===== src/pkg/eil_pkg.sv =====
`default_nettype none
// ==========================================================================
// Constants and types of the external interrupt latch
package eil_pkg;

	// ======================================================================
	// Register byte offsets
	localparam logic [7:0] OFS_STATUS_CONTROL = 8'h00;
	localparam logic [7:0] OFS_BREAK_FLAG_CONTROL = 8'h04;
	localparam logic [7:0] OFS_EVENT_STATUS = 8'h08;
	localparam logic [7:0] OFS_EVENT_MASK = 8'h0C;
	localparam logic [7:0] OFS_PIN_LEVEL = 8'h10;

	// ======================================================================
	// Field positions of ext_int_status_control
	localparam int BIT_MODE = 0;
	localparam int BIT_REQUEST_MASK = 1;
	localparam int BIT_ACK = 2;
	localparam int BIT_PENDING_FLAG = 3;
	// Field position of break_flag_control
	localparam int BIT_BREAK_CLEAR_ENABLE = 0;
	// Event bits
	localparam int EVT_LATCH_SET = 0;
	localparam int EVT_LATCH_CLEAR = 1;
	localparam int EVT_W = 2;

	// ======================================================================
	// Vector location, high and low byte
	localparam logic [15:0] VECTOR_HI_ADDR = 16'hFFFA;
	localparam logic [15:0] VECTOR_LO_ADDR = 16'hFFFB;

	// ======================================================================
	// AHB-Lite encodings
	localparam logic [1:0] HTRANS_NONSEQ = 2'h2;
	localparam logic [1:0] HTRANS_SEQ = 2'h3;
	localparam int ADDR_W = 8;

	// ======================================================================
	// Whole state of the block
	typedef struct packed {
		logic pin_meta;
		logic pin_sync;
		logic pin_prev;
		logic latch;
		logic ack_seen;
		logic mode;
		logic request_mask;
		logic break_clear_enable;
		logic [EVT_W-1:0] evt_sts;
		logic [EVT_W-1:0] evt_msk;
		logic dph_valid;
		logic dph_write;
		logic [ADDR_W-1:0] dph_addr;
		logic [31:0] hrdata;
	} eil_state_t;

	localparam eil_state_t STATE_RESET = '{
		pin_meta: 1'b1,
		pin_sync: 1'b1,
		pin_prev: 1'b1,
		latch: 1'b0,
		ack_seen: 1'b0,
		mode: 1'b0,
		request_mask: 1'b0,
		break_clear_enable: 1'b0,
		evt_sts: 2'h0,
		evt_msk: 2'h0,
		dph_valid: 1'b0,
		dph_write: 1'b0,
		dph_addr: 8'h00,
		hrdata: 32'h0000_0000
	};

endpackage : eil_pkg
`default_nettype wire


===== src/rtl/eil_top.sv =====
// Summary of operation
// - A low pin, qualified by sensitivity, sets the interrupt latch.
// - A vector fetch acknowledge clears the latch.
// - Writing one to the acknowledge bit clears the latch.
// - Reset clears latch and sensitivity bit even with the pin low.
// - Sensitivity bit read/write; one means edge and level, zero edge only.
// - Edge only: latch holds until acknowledge or reset, then clears at once.
// - Edge and level: clear needs acknowledge and pin high, either order.
// - Edge and level: request stays pending while the pin is low.
// - Masked latch is not forwarded to the priority logic.
// - Mask bit read/write, reset clear, one disables requests.
// - Pending flag is read-only, shows the latch regardless of mask.
// - Acknowledge bit is write-only, reads zero, reset clears it.
// - A falling edge after an acknowledge write latches a new request.
// - Serviced request uses the vector at the two given byte addresses.
// - In break state with clear enable zero, software acknowledge is ignored.
// - With clear enable one, break-time clear holds after break ends.
//
// Chosen here: the AHB-Lite slave port and the placing of the registers.
`timescale 1ns/1ps
`default_nettype none
module eil_top (
	// Clock, reset, enable
	input wire logic CLK_SYS,
	input wire logic RST,
	input wire logic CLK_EN,
	// AHB-Lite slave
	input wire logic HSEL,
	input wire logic [31:0] HADDR,
	input wire logic [1:0] HTRANS,
	input wire logic HWRITE,
	input wire logic [2:0] HSIZE,
	input wire logic [31:0] HWDATA,
	input wire logic HREADY,
	output logic HREADYOUT,
	output logic HRESP,
	output logic [31:0] HRDATA,
	// External pin and processor side
	input wire logic IRQ_PIN_N,
	input wire logic VECTOR_FETCH,
	input wire logic BREAK_STATE,
	output logic CPU_IRQ_REQ,
	output logic [15:0] VECTOR_HI_ADDR,
	output logic [15:0] VECTOR_LO_ADDR,
	// Interrupt to system
	output logic INT_OUT
);

	// ======================================================================
	// Declarations
	eil_pkg::eil_state_t st_r;
	eil_pkg::eil_state_t st_nxt;
	logic addr_take;
	logic wr_phase;
	logic falling_edge;
	logic pin_low;
	logic sw_ack_req;
	logic sw_ack_ok;
	logic any_ack;
	logic clear_ok;

	// Offset match on the low address bits
	function automatic logic sel(input logic [eil_pkg::ADDR_W-1:0] a,
			input logic [eil_pkg::ADDR_W-1:0] ofs);
		sel = (a == ofs);
	endfunction : sel

	// ======================================================================
	// Bus and pin qualifiers
	assign addr_take = HSEL && HREADY && (HTRANS == eil_pkg::HTRANS_NONSEQ ||
		HTRANS == eil_pkg::HTRANS_SEQ);
	assign wr_phase = st_r.dph_valid && st_r.dph_write;
	assign falling_edge = st_r.pin_prev && !st_r.pin_sync;
	assign pin_low = !st_r.pin_sync;
	assign sw_ack_req = wr_phase && sel(st_r.dph_addr, eil_pkg::OFS_STATUS_CONTROL) &&
		HWDATA[eil_pkg::BIT_ACK];
	assign sw_ack_ok = sw_ack_req && (!BREAK_STATE || st_r.break_clear_enable);
	assign any_ack = VECTOR_FETCH || sw_ack_ok;
	// Level mode needs acknowledge and pin high, edge mode acknowledge only
	assign clear_ok = st_r.mode ? ((any_ack || st_r.ack_seen) && !pin_low) : any_ack;

	// ======================================================================
	// Next state
	always_comb begin
		st_nxt = st_r;
		// Two-stage synchroniser then edge history
		st_nxt.pin_meta = IRQ_PIN_N;
		st_nxt.pin_sync = st_r.pin_meta;
		st_nxt.pin_prev = st_r.pin_sync;
		// Latch: new edge or held low level wins over any clear
		st_nxt.latch = falling_edge || (st_r.mode && pin_low) ||
			(st_r.latch && !clear_ok);
		// Remember an acknowledge until the pin returns high
		st_nxt.ack_seen = st_nxt.latch && !falling_edge &&
			(st_r.ack_seen || any_ack);
		// Register writes in the data phase
		if (wr_phase && sel(st_r.dph_addr, eil_pkg::OFS_STATUS_CONTROL)) begin
			st_nxt.mode = HWDATA[eil_pkg::BIT_MODE];
			st_nxt.request_mask = HWDATA[eil_pkg::BIT_REQUEST_MASK];
		end
		if (wr_phase && sel(st_r.dph_addr, eil_pkg::OFS_BREAK_FLAG_CONTROL)) begin
			st_nxt.break_clear_enable = HWDATA[eil_pkg::BIT_BREAK_CLEAR_ENABLE];
		end
		if (wr_phase && sel(st_r.dph_addr, eil_pkg::OFS_EVENT_MASK)) begin
			st_nxt.evt_msk = HWDATA[eil_pkg::EVT_W-1:0];
		end
		// Sticky events: write one clears, a new event wins
		if (wr_phase && sel(st_r.dph_addr, eil_pkg::OFS_EVENT_STATUS)) begin
			st_nxt.evt_sts = st_r.evt_sts & ~HWDATA[eil_pkg::EVT_W-1:0];
		end
		if (st_nxt.latch && !st_r.latch) begin
			st_nxt.evt_sts[eil_pkg::EVT_LATCH_SET] = 1'b1;
		end
		if (!st_nxt.latch && st_r.latch) begin
			st_nxt.evt_sts[eil_pkg::EVT_LATCH_CLEAR] = 1'b1;
		end
		// Address phase capture and read data
		st_nxt.dph_valid = addr_take;
		st_nxt.dph_write = addr_take && HWRITE;
		st_nxt.dph_addr = HADDR[eil_pkg::ADDR_W-1:0];
		st_nxt.hrdata = 32'h0000_0000;
		if (addr_take && !HWRITE) begin
			if (sel(HADDR[eil_pkg::ADDR_W-1:0], eil_pkg::OFS_STATUS_CONTROL)) begin
				st_nxt.hrdata[eil_pkg::BIT_MODE] = st_r.mode;
				st_nxt.hrdata[eil_pkg::BIT_REQUEST_MASK] = st_r.request_mask;
				st_nxt.hrdata[eil_pkg::BIT_ACK] = 1'b0;
				st_nxt.hrdata[eil_pkg::BIT_PENDING_FLAG] = st_r.latch;
			end else if (sel(HADDR[eil_pkg::ADDR_W-1:0], eil_pkg::OFS_BREAK_FLAG_CONTROL)) begin
				st_nxt.hrdata[eil_pkg::BIT_BREAK_CLEAR_ENABLE] = st_r.break_clear_enable;
			end else if (sel(HADDR[eil_pkg::ADDR_W-1:0], eil_pkg::OFS_EVENT_STATUS)) begin
				st_nxt.hrdata[eil_pkg::EVT_W-1:0] = st_r.evt_sts;
			end else if (sel(HADDR[eil_pkg::ADDR_W-1:0], eil_pkg::OFS_EVENT_MASK)) begin
				st_nxt.hrdata[eil_pkg::EVT_W-1:0] = st_r.evt_msk;
			end else if (sel(HADDR[eil_pkg::ADDR_W-1:0], eil_pkg::OFS_PIN_LEVEL)) begin
				st_nxt.hrdata[0] = st_r.pin_sync;
			end
		end
	end

	// ======================================================================
	// State register, synchronous reset, frozen while disabled
	always_ff @(posedge CLK_SYS) begin
		if (RST) begin
			st_r <= eil_pkg::STATE_RESET;
		end else if (CLK_EN) begin
			st_r <= st_nxt;
		end
	end

	// ======================================================================
	// Outputs
	assign HREADYOUT = CLK_EN;
	assign HRESP = 1'b0;
	assign HRDATA = st_r.hrdata;
	assign CPU_IRQ_REQ = st_r.latch && !st_r.request_mask;
	assign VECTOR_HI_ADDR = eil_pkg::VECTOR_HI_ADDR;
	assign VECTOR_LO_ADDR = eil_pkg::VECTOR_LO_ADDR;
	assign INT_OUT = |(st_r.evt_sts & st_r.evt_msk);
endmodule : eil_top
`default_nettype wire


===== config.mk =====
export PLATFORM = sky130hd
export DESIGN_NAME = eil_top
export DESIGN_NICKNAME = d
export VERILOG_FILES = /design/src/pkg/eil_pkg.sv /design/src/rtl/eil_top.sv
export SDC_FILE = /design/constraint.sdc
export NUM_CORES = 1
export LEC_CHECK = 0
export ABC_AREA = 1
export BUFFER_PORTS_ARGS = -buffer_cell sky130_fd_sc_hd__buf_2
export CELL_PAD_IN_SITES_DETAIL_PLACEMENT = 2
export CELL_PAD_IN_SITES_GLOBAL_PLACEMENT = 2
export CORE_MARGIN = 2
export CORE_UTILIZATION = 16
export DETAILED_ROUTE_END_ITERATION = 10
export PLACE_DENSITY_LB_ADDON = 0.3
export SLEW_MARGIN = 25
export SYNTH_ARGS = -nofsm -noshare
export SYNTH_HDL_FRONTEND = slang
export SYNTH_SLANG_ARGS = --single-unit

===== constraint.sdc =====
create_clock -name CLK_SYS -period 1.07 [get_ports CLK_SYS]
set_input_delay 0.214 -clock CLK_SYS [delete_from_list [all_inputs] [get_ports CLK_SYS]]
set_output_delay 0.214 -clock CLK_SYS [all_outputs]
set_load 0.005 [all_outputs]

Word-level counts from Yosys, hierarchy flattened

Index checks and enable logic that the tools add are counted.
W data, S select, Z words.

Register bits: 26
Input port bits: 78
Logic and storage cells: 84

Equality and inequality tests: 9
Mux-type cells: 13
Bitwise logic cells: 3
Reductions and logical operators: 44

Operator list:

| kind                 | count |
|---|---|
| $eq A8 B4 Y1 const B | 4 |
| $logic_and A1 B1 Y1  | 20 |
| $eq A8 B3 Y1 const B | 2 |
| $logic_not A8 Y1     | 2 |
| $reduce_and A2 Y1    | 5 |
| $eq A8 B5 Y1 const B | 1 |
| $logic_not A1 Y1     | 8 |
| $mux W1              | 8 |
| $mux W2              | 4 |
| $logic_or A1 B1 Y1   | 6 |
| $and A2 B2 Y2        | 2 |
| $eq A2 B2 Y1 const B | 2 |
| $mux W4              | 1 |
| $reduce_bool A2 Y1   | 2 |
| $not A2 Y2           | 1 |
| $reduce_or A2 Y1     | 1 |

Logic depth before layout (Yosys ltp)

Gate-level depths: netlist (run 1).

Word-level depth: 15
Mapped depth: 10

Least setup slack after synthesis (run 1)

OpenSTA, ideal clock, no wires.

Path type: register to register
Start point: register st_r[36] in the netlist's numbering
End point: register st_r[45] in the netlist's numbering
Arrival: 1.057 ns
Slack: -0.053 ns
Stages on the path, launching flop included: 10
Path through: dfxtp_1 -> nor2_1 -> nand2_2 -> nor2_8 -> nand2_4 -> nor2_2 -> nand3b_1 -> nand2_1 -> nand2_1 -> a21oi_2

Cells in the longest elaborated chain, start to end: 15

Ends and longest elaborated chain:

| item                                | RTL line       | RTL |
|---|---|---|
| from (decl)                         | eil_top.sv:51  | `eil_pkg::eil_state_t st_r;` |
| from (signal assigned)              | eil_top.sv:144 | `st_r <= eil_pkg::STATE_RESET;` |
| from (signal assigned)              | eil_top.sv:146 | `st_r <= st_nxt;` |
| $logic_not A8 Y1                    | eil_top.sv:65  | `sel = (a == ofs);` |
| $logic_and A1 B1 Y1 (2 in a row)    | eil_top.sv:75  | `assign sw_ack_req = wr_phase && sel(st_r.dph_addr, eil_pkg::OFS_STATUS_CONTROL) &&` |
| $logic_and A1 B1 Y1                 | eil_top.sv:77  | `assign sw_ack_ok = sw_ack_req && (!BREAK_STATE \|\| st_r.break_clear_enable);` |
| $logic_or A1 B1 Y1                  | eil_top.sv:78  | `assign any_ack = VECTOR_FETCH \|\| sw_ack_ok;` |
| $logic_or A1 B1 Y1                  | eil_top.sv:80  | `assign clear_ok = st_r.mode ? ((any_ack \|\| st_r.ack_seen) && !pin_low) : any_ack;` |
| $logic_and A1 B1 Y1                 | eil_top.sv:80  |  |
| $mux W1                             | eil_top.sv:80  |  |
| $logic_not A1 Y1                    | eil_top.sv:92  | `(st_r.latch && !clear_ok);` |
| $logic_and A1 B1 Y1                 | eil_top.sv:92  |  |
| $logic_or A1 B1 Y1                  | eil_top.sv:91  | `st_nxt.latch = falling_edge \|\| (st_r.mode && pin_low) \|\|` |
| $logic_not A1 Y1                    | eil_top.sv:114 | `if (!st_nxt.latch && st_r.latch) begin` |
| $logic_and A1 B1 Y1                 | eil_top.sv:114 |  |
| $reduce_bool A2 Y1 (no source line) | -              |  |
| $reduce_and A2 Y1 (no source line)  | -              |  |

Several ways; a longest one is shown, not always the timed one.
A chain may end at the register's enable or synchronous reset.

Final worst setup path (run 1)

Start point: register st_r[39] in the netlist's numbering
End point: register st_r[45] in the netlist's numbering

The elaborated chain is that of the path after synthesis.

==> results of run 1 <==
## power by group through the flow
stage | clock [mW] | combinational [mW] | sequential [mW]
finish | 0.569 | 0.389 | 0.995
global route | 0.654 | 0.448 | 1.00
CTS | 0.609 | 0.376 | 0.995
detailed placement | 0 | 0.370 | 1.01
global placement | 0 | 0.363 | 1.01
floorplan | 0 | 0.349 | 1.01
## cells in the mapped netlist
| master | n | area (µm²) |
|---|---|---|
| nor2_8 | 1 | 20.0 |
| buf_2 | 4 | 20.0 |
| or2_1 | 1 | 6.26 |
| inv_1 | 13 | 48.8 |
| o2111ai_1 | 1 | 8.76 |
| a22o_1 | 1 | 8.76 |
| nor3_1 | 1 | 5.00 |
| o21ai_1 | 1 | 5.00 |
| nand2_2 | 3 | 18.8 |
| nor2_1 | 19 | 71.3 |
| a21boi_1 | 1 | 7.51 |
| nor2_4 | 2 | 22.5 |
| and3_1 | 1 | 6.26 |
| nor3_4 | 1 | 16.3 |
| a21boi_0 | 1 | 7.51 |
| nand3_2 | 1 | 10.0 |
| conb_1 | 2 | 7.51 |
| nand3_1 | 11 | 55.1 |
| o21ai_0 | 15 | 75.1 |
| a32oi_1 | 1 | 8.76 |
| a21oi_2 | 2 | 17.5 |
| clkbuf_1 | 1 | 3.75 |
| nor2_2 | 5 | 31.3 |
| inv_2 | 3 | 11.3 |
| nand3b_1 | 2 | 15.0 |
| dfxtp_1 | 25 | 500 |
| or2_0 | 1 | 6.26 |
| nand4_1 | 3 | 18.8 |
| nand2_1 | 28 | 105 |
| o211ai_1 | 1 | 7.51 |
| a21oi_1 | 15 | 75.1 |
| nand2_4 | 1 | 11.3 |
| buf_4 | 66 | 495 |
| a31oi_1 | 1 | 6.26 |
## critical path, cell delays in order, from the launching register on
cell      delay, ns
dfxtp_2        0.35
nor2_4         0.12
nand2_4        0.07
nor2_8         0.17
nand2_4        0.08
nor2_4         0.09
nand3b_1       0.08
nand2_1        0.08
nand2_1        0.07
a21oi_2        0.11
## layout by cell type (no fill, tap or decap), types with 3 or more instances in the layout
cell / netlist / layout
nor2_4: 2 / 5
a21oi_2: 2 / 4
nor2_2: 5 / 6
nor2_1: 19 / 15
inv_1: 13 / 11
inv_2: 3 / 5
a21oi_1: 15 / 13
buf_2: 4 / 26
clkbuf_8: 0 / 3
nand3_1: 11 / 9
dfxtp_1: 25 / 18
dfxtp_2: 0 / 6
nand4_1: 3 / 3
conb_1: 2 / 62
o21ai_1: 1 / 7
nand2_1: 28 / 26
buf_4: 66 / 36
nand2_2: 3 / 4
o21ai_0: 15 / 9
## worst min-delay path by stage
stage                          from         end  slack [ns]  cells after the start
after detailed placement  IRQ_PIN_N  st_nxt[52]        0.46                      3
after CTS                 IRQ_PIN_N  st_nxt[52]        0.16                      3
after global placement    IRQ_PIN_N  st_nxt[52]        0.45                      3
after floorplan           IRQ_PIN_N  st_nxt[52]        0.34                      2
final                     IRQ_PIN_N  st_nxt[52]        0.16                      3
after global routing      IRQ_PIN_N  st_nxt[52]        0.18                      3
## metrics by stage
stage	cell area [µm²]	cells	worst slack (ns)	hold WS (ns)
6_report	2170	432	-0.211	0.161
5_1_grt	2170	432	-0.330	0.177
4_1_cts	2110	430	-0.224	0.164
3_5_place_dp	2030	425	-0.269	0.455
3_3_place_gp	2030	425	-0.244	0.447
2_1_floorplan	1970	295	-0.0528	0.340
## what timing repair did
action / 4_1_cts / 5_1_grt
setup endpoints to repair: 12 / 12
setup buffers: 1 / 2
resized for setup: 8 / 21
pin swaps: 6 / 5
## metal layers
metal	wire, µm	vias to the layer above	GRT usage
met3	205	6	0.00964
met1	2020	718	0.0982
li1	-	743	-
met2	2610	49	0.171
met5	0	-	0
met4	85	0	0.0275
## cell type report
type,instances,area [µm²],share of cell area
clock buffers,3,41.3,0.0190
clock inverters,1,5.00,0.00231
inverters,16,60.1,0.0277
multi-input cells,183,945,0.435
flip-flops and latches,25,512,0.236
well taps,140,175,0.0807
repair buffers,64,432,0.199
## sequential cells by signal (all words and copies together) (netlist names)
register  flops
st_r         20
HRDATA        3
st_nxt        2
## cell families after synthesis
| kind of cell | Yosys count |
|---|---|
| AOI/OAI and AO/OA | 40 |
| other | 2 |
| buffers and inverters | 87 |
| and+or+nand+nor | 81 |
| DFF | 25 |
==> flow_summary.toml, run 1 <==
[run_status]
status = "finished with violations"
failed_checks = "setup timing"

[drt]
postRouteWirelength_um = 4920
drcViolationCount = 0
dr.pass1.iters = 4
drtAntennaViolNets = 0
first_iter_violations = 23
via_count = 1516
avgViaCountPerCell = 3.51
wire_per_inst_um = 11.4

[clock_tree]
cts_tree = "yes"
insertion_delay_ns = 0.27
holdBufCountCts = 0
root_buffer = "clkbuf_8"
cts_htree_levels = 1
cts_buffer_depth = 2
path_clk_slew_ns = 0.09
cts.sink_count = 25
cts_buffers = 3

[pwr]
p_seq_frac = 0.510
comb_power_share = 0.199
switching_share = 0.290
p_leak_nw = 1.05
p_sw_uw = 567
pwr-share-clk = 0.291
p_per_area_mw_per_mm2 = 900
p_int_mw = 1.39
p_total_mw = 1.95
vdd_drop_max_uv = 269

[timing]
min_period_over_period = 1.20
skew_ns = 0.00618
setup_viol = 12
min_period_ns = 1.28
max_clock_freq_mhz = 781
fin_ws_ns = -0.211
finalSetupTns_ns = -1.65
hold_viol_final = 0
rsz0062_at_grt = "yes"
maxSlewViolCount = 0

[floorplan]
std_cell_rows = 38
core_mm2 = 0.0107
io_pins = 146
dieArea_mm2 = 0.0117
start_util = 0.162
die_y_um = 108
die_w_um = 108

[synthesis]
muxShareOfSynthArea = 0
yosys.area_share.xor_xnor = 0
yosysWarnings = 0
ys_seq_area_frac = 0.289
synth_compound_area_frac = 0.131
synth_cells = 235
synth_area_mm2 = 0.00173
synth-simple-area-share = 0.242
ys_types = 34
syn_area_per_cell_um2 = 7.38
ys_ff_latch = 25
synth-adder-area-share = 0
synth_top_family_by_area = "buffers and inverters"

[placed_design]
port-buffer-count = 26
gp_congestion = 0.759
hpwl_um = 4060

[critical_path]
r2r_end = "st_r[45]"
reg2reg_depth = 9
cp-endpoint = "st_r[45]"
cp.required_ns = 1.28
cp-start-kind = "register"
worstPathMaxFanout = 5
worst_ep_arrival_time_ns = 1.49
r2r_setup_slack_ns = -0.21
r2r-start = "st_r[39]"
cp-startpoint = "st_r[39]"
criticalPathCategory = "reg -> reg"
end_kind = "register"

[finish]
n_antenna_cell = 0
nets = 371
layout-area-overhead-vs-synth_pct = 25.1
layout.filler_cells = 1304
drive_gt1_frac = 0.366
utilization = 0.203

[global_route]
grt_pass1_vias = 1566
grt_max_degree = 17
grt_overflow = 0
grt_usage = 0.0877
antenna_found_initial = 0
grt_pass1_wl_um = 7920

[worst_hold_path]
hold_path.class = "in -> reg"

[flow_run]
cap_viol_max_count = 0
Power figures use the tool's default switching activity.
==> run 2: changes to the inputs <==
--- a/config.mk
+++ b/config.mk
@@ -12,7 +12,9 @@
 export CORE_MARGIN = 2
 export CORE_UTILIZATION = 16
 export DETAILED_ROUTE_END_ITERATION = 10
-export PLACE_DENSITY_LB_ADDON = 0.3
+export GPL_ROUTABILITY_DRIVEN = 0
+export PLACE_DENSITY_LB_ADDON = 0.1
+export SKIP_CTS_REPAIR_TIMING = 1
 export SLEW_MARGIN = 25
 export SYNTH_ARGS = -nofsm -noshare
 export SYNTH_HDL_FRONTEND = slang
==> flow_summary.toml, run 2 (synthesis results as in run 1) <==
[run_status]
status = "finished with violations"
failed_checks = "setup timing"

[finish]
regMostFlops = "st_r"
largest_register_ffs = 20
n_antenna_cell = 0
drive_gt1_frac = 0.373
layout_commonest_cell = "conb_1"
final_cell_mix = "conb_1, buf_4, nand2_1"
nets = 374
layout-area-overhead-vs-synth_pct = 29.4

[timing]
hold_viol_final = 0
setup_viol = 12
fin_ws_ns = -0.202
rsz0062_at_grt = "yes"
min_period_ns = 1.27
min_period_over_period = 1.19
max_clock_freq_mhz = 786
maxSlewViolCount = 0
whs_ns = 0.156
finalSetupTns_ns = -1.43
skew_ns = 0.00482

[clock_tree]
cts_buffer_depth = 2
insertion_delay_ns = 0.27
cts.sink_count = 25
cts_htree_levels = 1
cts_tree = "yes"
cts_buffers = 3
path_clk_slew_ns = 0.10
root_buffer = "clkbuf_8"

[critical_path]
path_delay_family = "simple AND/OR/NAND/NOR gates"
crit_buf_inv = 0
worst_ep_arrival_time_ns = 1.48
slowest_delay_ns = 0.33
cp-start-kind = "register"
worstPathMaxFanout = 5
criticalPathCategory = "reg -> reg"
crit_path_top_delay_cell = "dfxtp_2"
crit_top_cell = "nand3_2"
end_kind = "register"
worstPathCellList = "nor2_2, nand2_2, nor2_8, nand3_2, nand3_2, nand3_2, nand2_1, nand2_1, a21oi_2"
cp.required_ns = 1.28

[global_route]
grt_max_degree = 20
grt_pass1_vias = 1546
grt_overflow = 0
grt_pass1_wl_um = 8040
antenna_found_initial = 0
grt_usage = 0.0890

[pwr]
vdd_drop_max_uv = 580
p_per_area_mw_per_mm2 = 892
p_leak_nw = 1.09

[drt]
drtAntennaViolNets = 0
drcViolationCount = 0
first_iter_violations = 13
wire_per_inst_um = 11.5
dr.pass1.iters = 2
postRouteWirelength_um = 5010
via_count = 1531
avgViaCountPerCell = 3.52

[floorplan]
die_y_um = 108
die_w_um = 108
std_cell_rows = 38
dieArea_mm2 = 0.0117
io_pins = 146
start_util = 0.162
core_mm2 = 0.0107

[worst_hold_path]
hold_path.class = "in -> reg"

[placed_design]
hpwl_um = 4060
port-buffer-count = 26

[flow_run]
cap_viol_max_count = 0
-- run 2: path summary, 6_finish.rpt --
path	end	startpoint	slack, ns	cells past startpoint
worst max-delay path	st_r[45]	st_r[37]	-0.20	9
worst min-delay path	st_nxt[52]	IRQ_PIN_N	0.16	3
worst max register to register	st_r[45]	st_r[37]	-0.20	9
worst min register to register	st_r[40]	st_r[40]	0.47	2
-- run 2: through the flow --
step	total power, mW	utilization	instance area (µm²)	cells	setup WS, ns
floorplan	1.36	-	1970	295	-0.0528
global placement	1.40	0.192	2060	425	-0.313
detailed placement	1.40	0.192	2060	425	-0.326
CTS	2.03	0.196	2100	429	-0.266
global route	2.16	0.210	2240	435	-0.328
finish	2.00	0.210	2240	435	-0.202
-- run 2: final cells by class --
type | count | area, µm²
Multi-Input combinational cell | 183 | 957
Tap cell | 140 | 175
Clock buffer | 4 | 45.0
Inverter | 16 | 60.1
Fill cell | 1292 | 8450
Timing Repair Buffer | 67 | 495
Sequential cell | 25 | 512
-- run 2: worst min-delay path, delay by kind of cell --
| family | cells | cell delay (ns) |
|---|---|---|
| AND/OR/NAND/NOR | 2 | 0.12 |
| buffers and inverters | 1 | 0.07 |
-- run 2: power breakdown --
group / internal, mW / leakage [nW] / switching [mW]
combinational: 0.177 / 0.860 / 0.233
sequential: 0.966 / 0.207 / 0.0280
clock: 0.267 / 0.0228 / 0.332
total: 1.41 / 1.09 / 0.592
-- run 2: metal layers --
metal | part of all wire | global-route usage
met3 | 0.040 | 0.0199
met1 | 0.44 | 0.112
met2 | 0.51 | 0.159
met5 | 0 | 0
met4 | 0.0052 | 0.0110
==> run 3: changes to the inputs <==
--- a/config.mk
+++ b/config.mk
@@ -7,10 +7,10 @@
 export LEC_CHECK = 0
 export ABC_AREA = 1
 export BUFFER_PORTS_ARGS = -buffer_cell sky130_fd_sc_hd__buf_2
-export CELL_PAD_IN_SITES_DETAIL_PLACEMENT = 2
-export CELL_PAD_IN_SITES_GLOBAL_PLACEMENT = 2
+export CELL_PAD_IN_SITES_DETAIL_PLACEMENT = 0
+export CELL_PAD_IN_SITES_GLOBAL_PLACEMENT = 1
 export CORE_MARGIN = 2
-export CORE_UTILIZATION = 16
+export CORE_UTILIZATION = 22
 export DETAILED_ROUTE_END_ITERATION = 10
 export GPL_ROUTABILITY_DRIVEN = 0
 export PLACE_DENSITY_LB_ADDON = 0.1
==> flow_summary.toml, run 3 (synthesis results as in run 1) <==
[clock_tree]
cts_tree = "yes"
cts.sink_count = 25
insertion_delay_ns = 0.27
root_buffer = "clkbuf_8"
path_clk_slew_ns = 0.10
cts_htree_levels = 1
cts_buffer_depth = 2
cts_buffers = 3

[timing]
whs_ns = 0.153
hold_viol_final = 0
skew_ns = 0.00524
max_clock_freq_mhz = 808
maxSlewViolCount = 0
min_period_ns = 1.24
fin_ws_ns = -0.168
setup_viol = 11
rsz0062_at_grt = "yes"
min_period_over_period = 1.16

[critical_path]
crit_buf_inv = 0
crit_path_top_delay_cell = "dfxtp_2"
crit_top_cell = "nand2_1"
cp-start-kind = "register"
cp.required_ns = 1.29
worstPathMaxFanout = 5
r2r_setup_slack_ns = -0.17
slowest_delay_ns = 0.33
criticalPathCategory = "reg -> reg"
worstPathCellList = "nor2_2, nand2_2, nor2_8, nand2_4, nor2_4, nand3b_1, nand2_1, nand2_1, a21oi_2"
end_kind = "register"
reg2reg_depth = 9
r2r_end = "st_r[45]"
r2r-start = "st_r[36]"
path_delay_family = "simple AND/OR/NAND/NOR gates"
worst_ep_arrival_time_ns = 1.46

[finish]
layout-area-overhead-vs-synth_pct = 19.3
drive_gt1_frac = 0.343
n_antenna_cell = 0
regMostFlops = "st_r"
final_area_mm2 = 0.00207
nets = 365
largest_register_ffs = 20
final_cell_mix = "conb_1, buf_4, buf_2"
layout_commonest_cell = "conb_1"

[drt]
via_count = 1422
wire_per_inst_um = 10.1
drtAntennaViolNets = 0
dr.pass1.iters = 4
first_iter_violations = 52
postRouteWirelength_um = 3910
avgViaCountPerCell = 3.66
drcViolationCount = 0

[worst_hold_path]
min_path_cells = 3
min_to = "st_nxt[52]"
hold_path.class = "in -> reg"
min-delay-start = "IRQ_PIN_N"

[pwr]
p_per_area_mw_per_mm2 = 941
p_leak_nw = 1.02
vdd_drop_max_uv = 562

[floorplan]
start_util = 0.226
core_mm2 = 0.00769
std_cell_rows = 32
die_w_um = 92.8
io_pins = 146
dieArea_mm2 = 0.00861
die_y_um = 92.8

[run_status]
status = "finished with violations"
failed_checks = "setup timing"

[placed_design]
hpwl_um = 3240
pre_cts_ws_ns = -0.227
dpl_cell_area_mm2 = 0.00196
port-buffer-count = 26

[global_route]
antenna_found_initial = 0
grt_pass1_wl_um = 6310
grt_usage = 0.0944
grt_pass1_vias = 1311
grt_overflow = 0
grt_max_degree = 17

[flow_run]
cap_viol_max_count = 0
-- run 3: final cells by class --
| class | count | area (µm²) |
|---|---|---|
| multi-input combinational | 183 | 947 |
| clock inverter | 1 | 5.00 |
| fill | 891 | 5620 |
| timing repair buffer | 58 | 383 |
| tap | 102 | 128 |
| sequential | 25 | 505 |
| inverter | 16 | 60.1 |
| clock buffer | 3 | 41.3 |
-- run 3: through the flow --
stage	util	setup TNS, ns	instances	power (mW)
detailed placement	0.255	-1.71	384	1.37
finish	0.269	-1.15	388	1.95
global route	0.269	-2.43	388	2.08
CTS	0.261	-1.62	388	1.96
floorplan	-	-0.116	295	1.36
global placement	0.255	-1.65	384	1.37
-- run 3: report_power, final --
part | leakage (nW) | internal [mW] | switching (mW)
clock | 0.0255 | 0.261 | 0.324
combinational | 0.785 | 0.151 | 0.217
sequential | 0.205 | 0.967 | 0.0273
total | 1.02 | 1.38 | 0.568
-- run 3: tightest hold or removal path, delay by kind of cell --
family / cells / cell delay [ns]
buffers and inverters: 1 / 0.07
AND/OR/NAND/NOR: 2 / 0.11
-- run 3: worst max path at each step --
stage	start	end	slack [ns]	cells past startpoint
after floorplan	st_r[33]	st_r[45]	-0.05	9
after global placement	HADDR[5]	HRDATA[0]	-0.22	10
after detailed placement	HADDR[0]	HRDATA[0]	-0.23	10
after CTS	st_r[40]	st_r[45]	-0.24	10
after global routing	st_r[36]	st_r[45]	-0.29	9
final	st_r[36]	st_r[45]	-0.17	9
-- run 3: layer usage --
layer / global-route usage / up-vias / share of wire
li1: - / 733 / -
met1: 0.117 / 642 / 0.45
met2: 0.163 / 45 / 0.49
met3: 0.0293 / 2 / 0.061
met4: 0.0147 / 0 / 0.0046
met5: 0 / - / 0
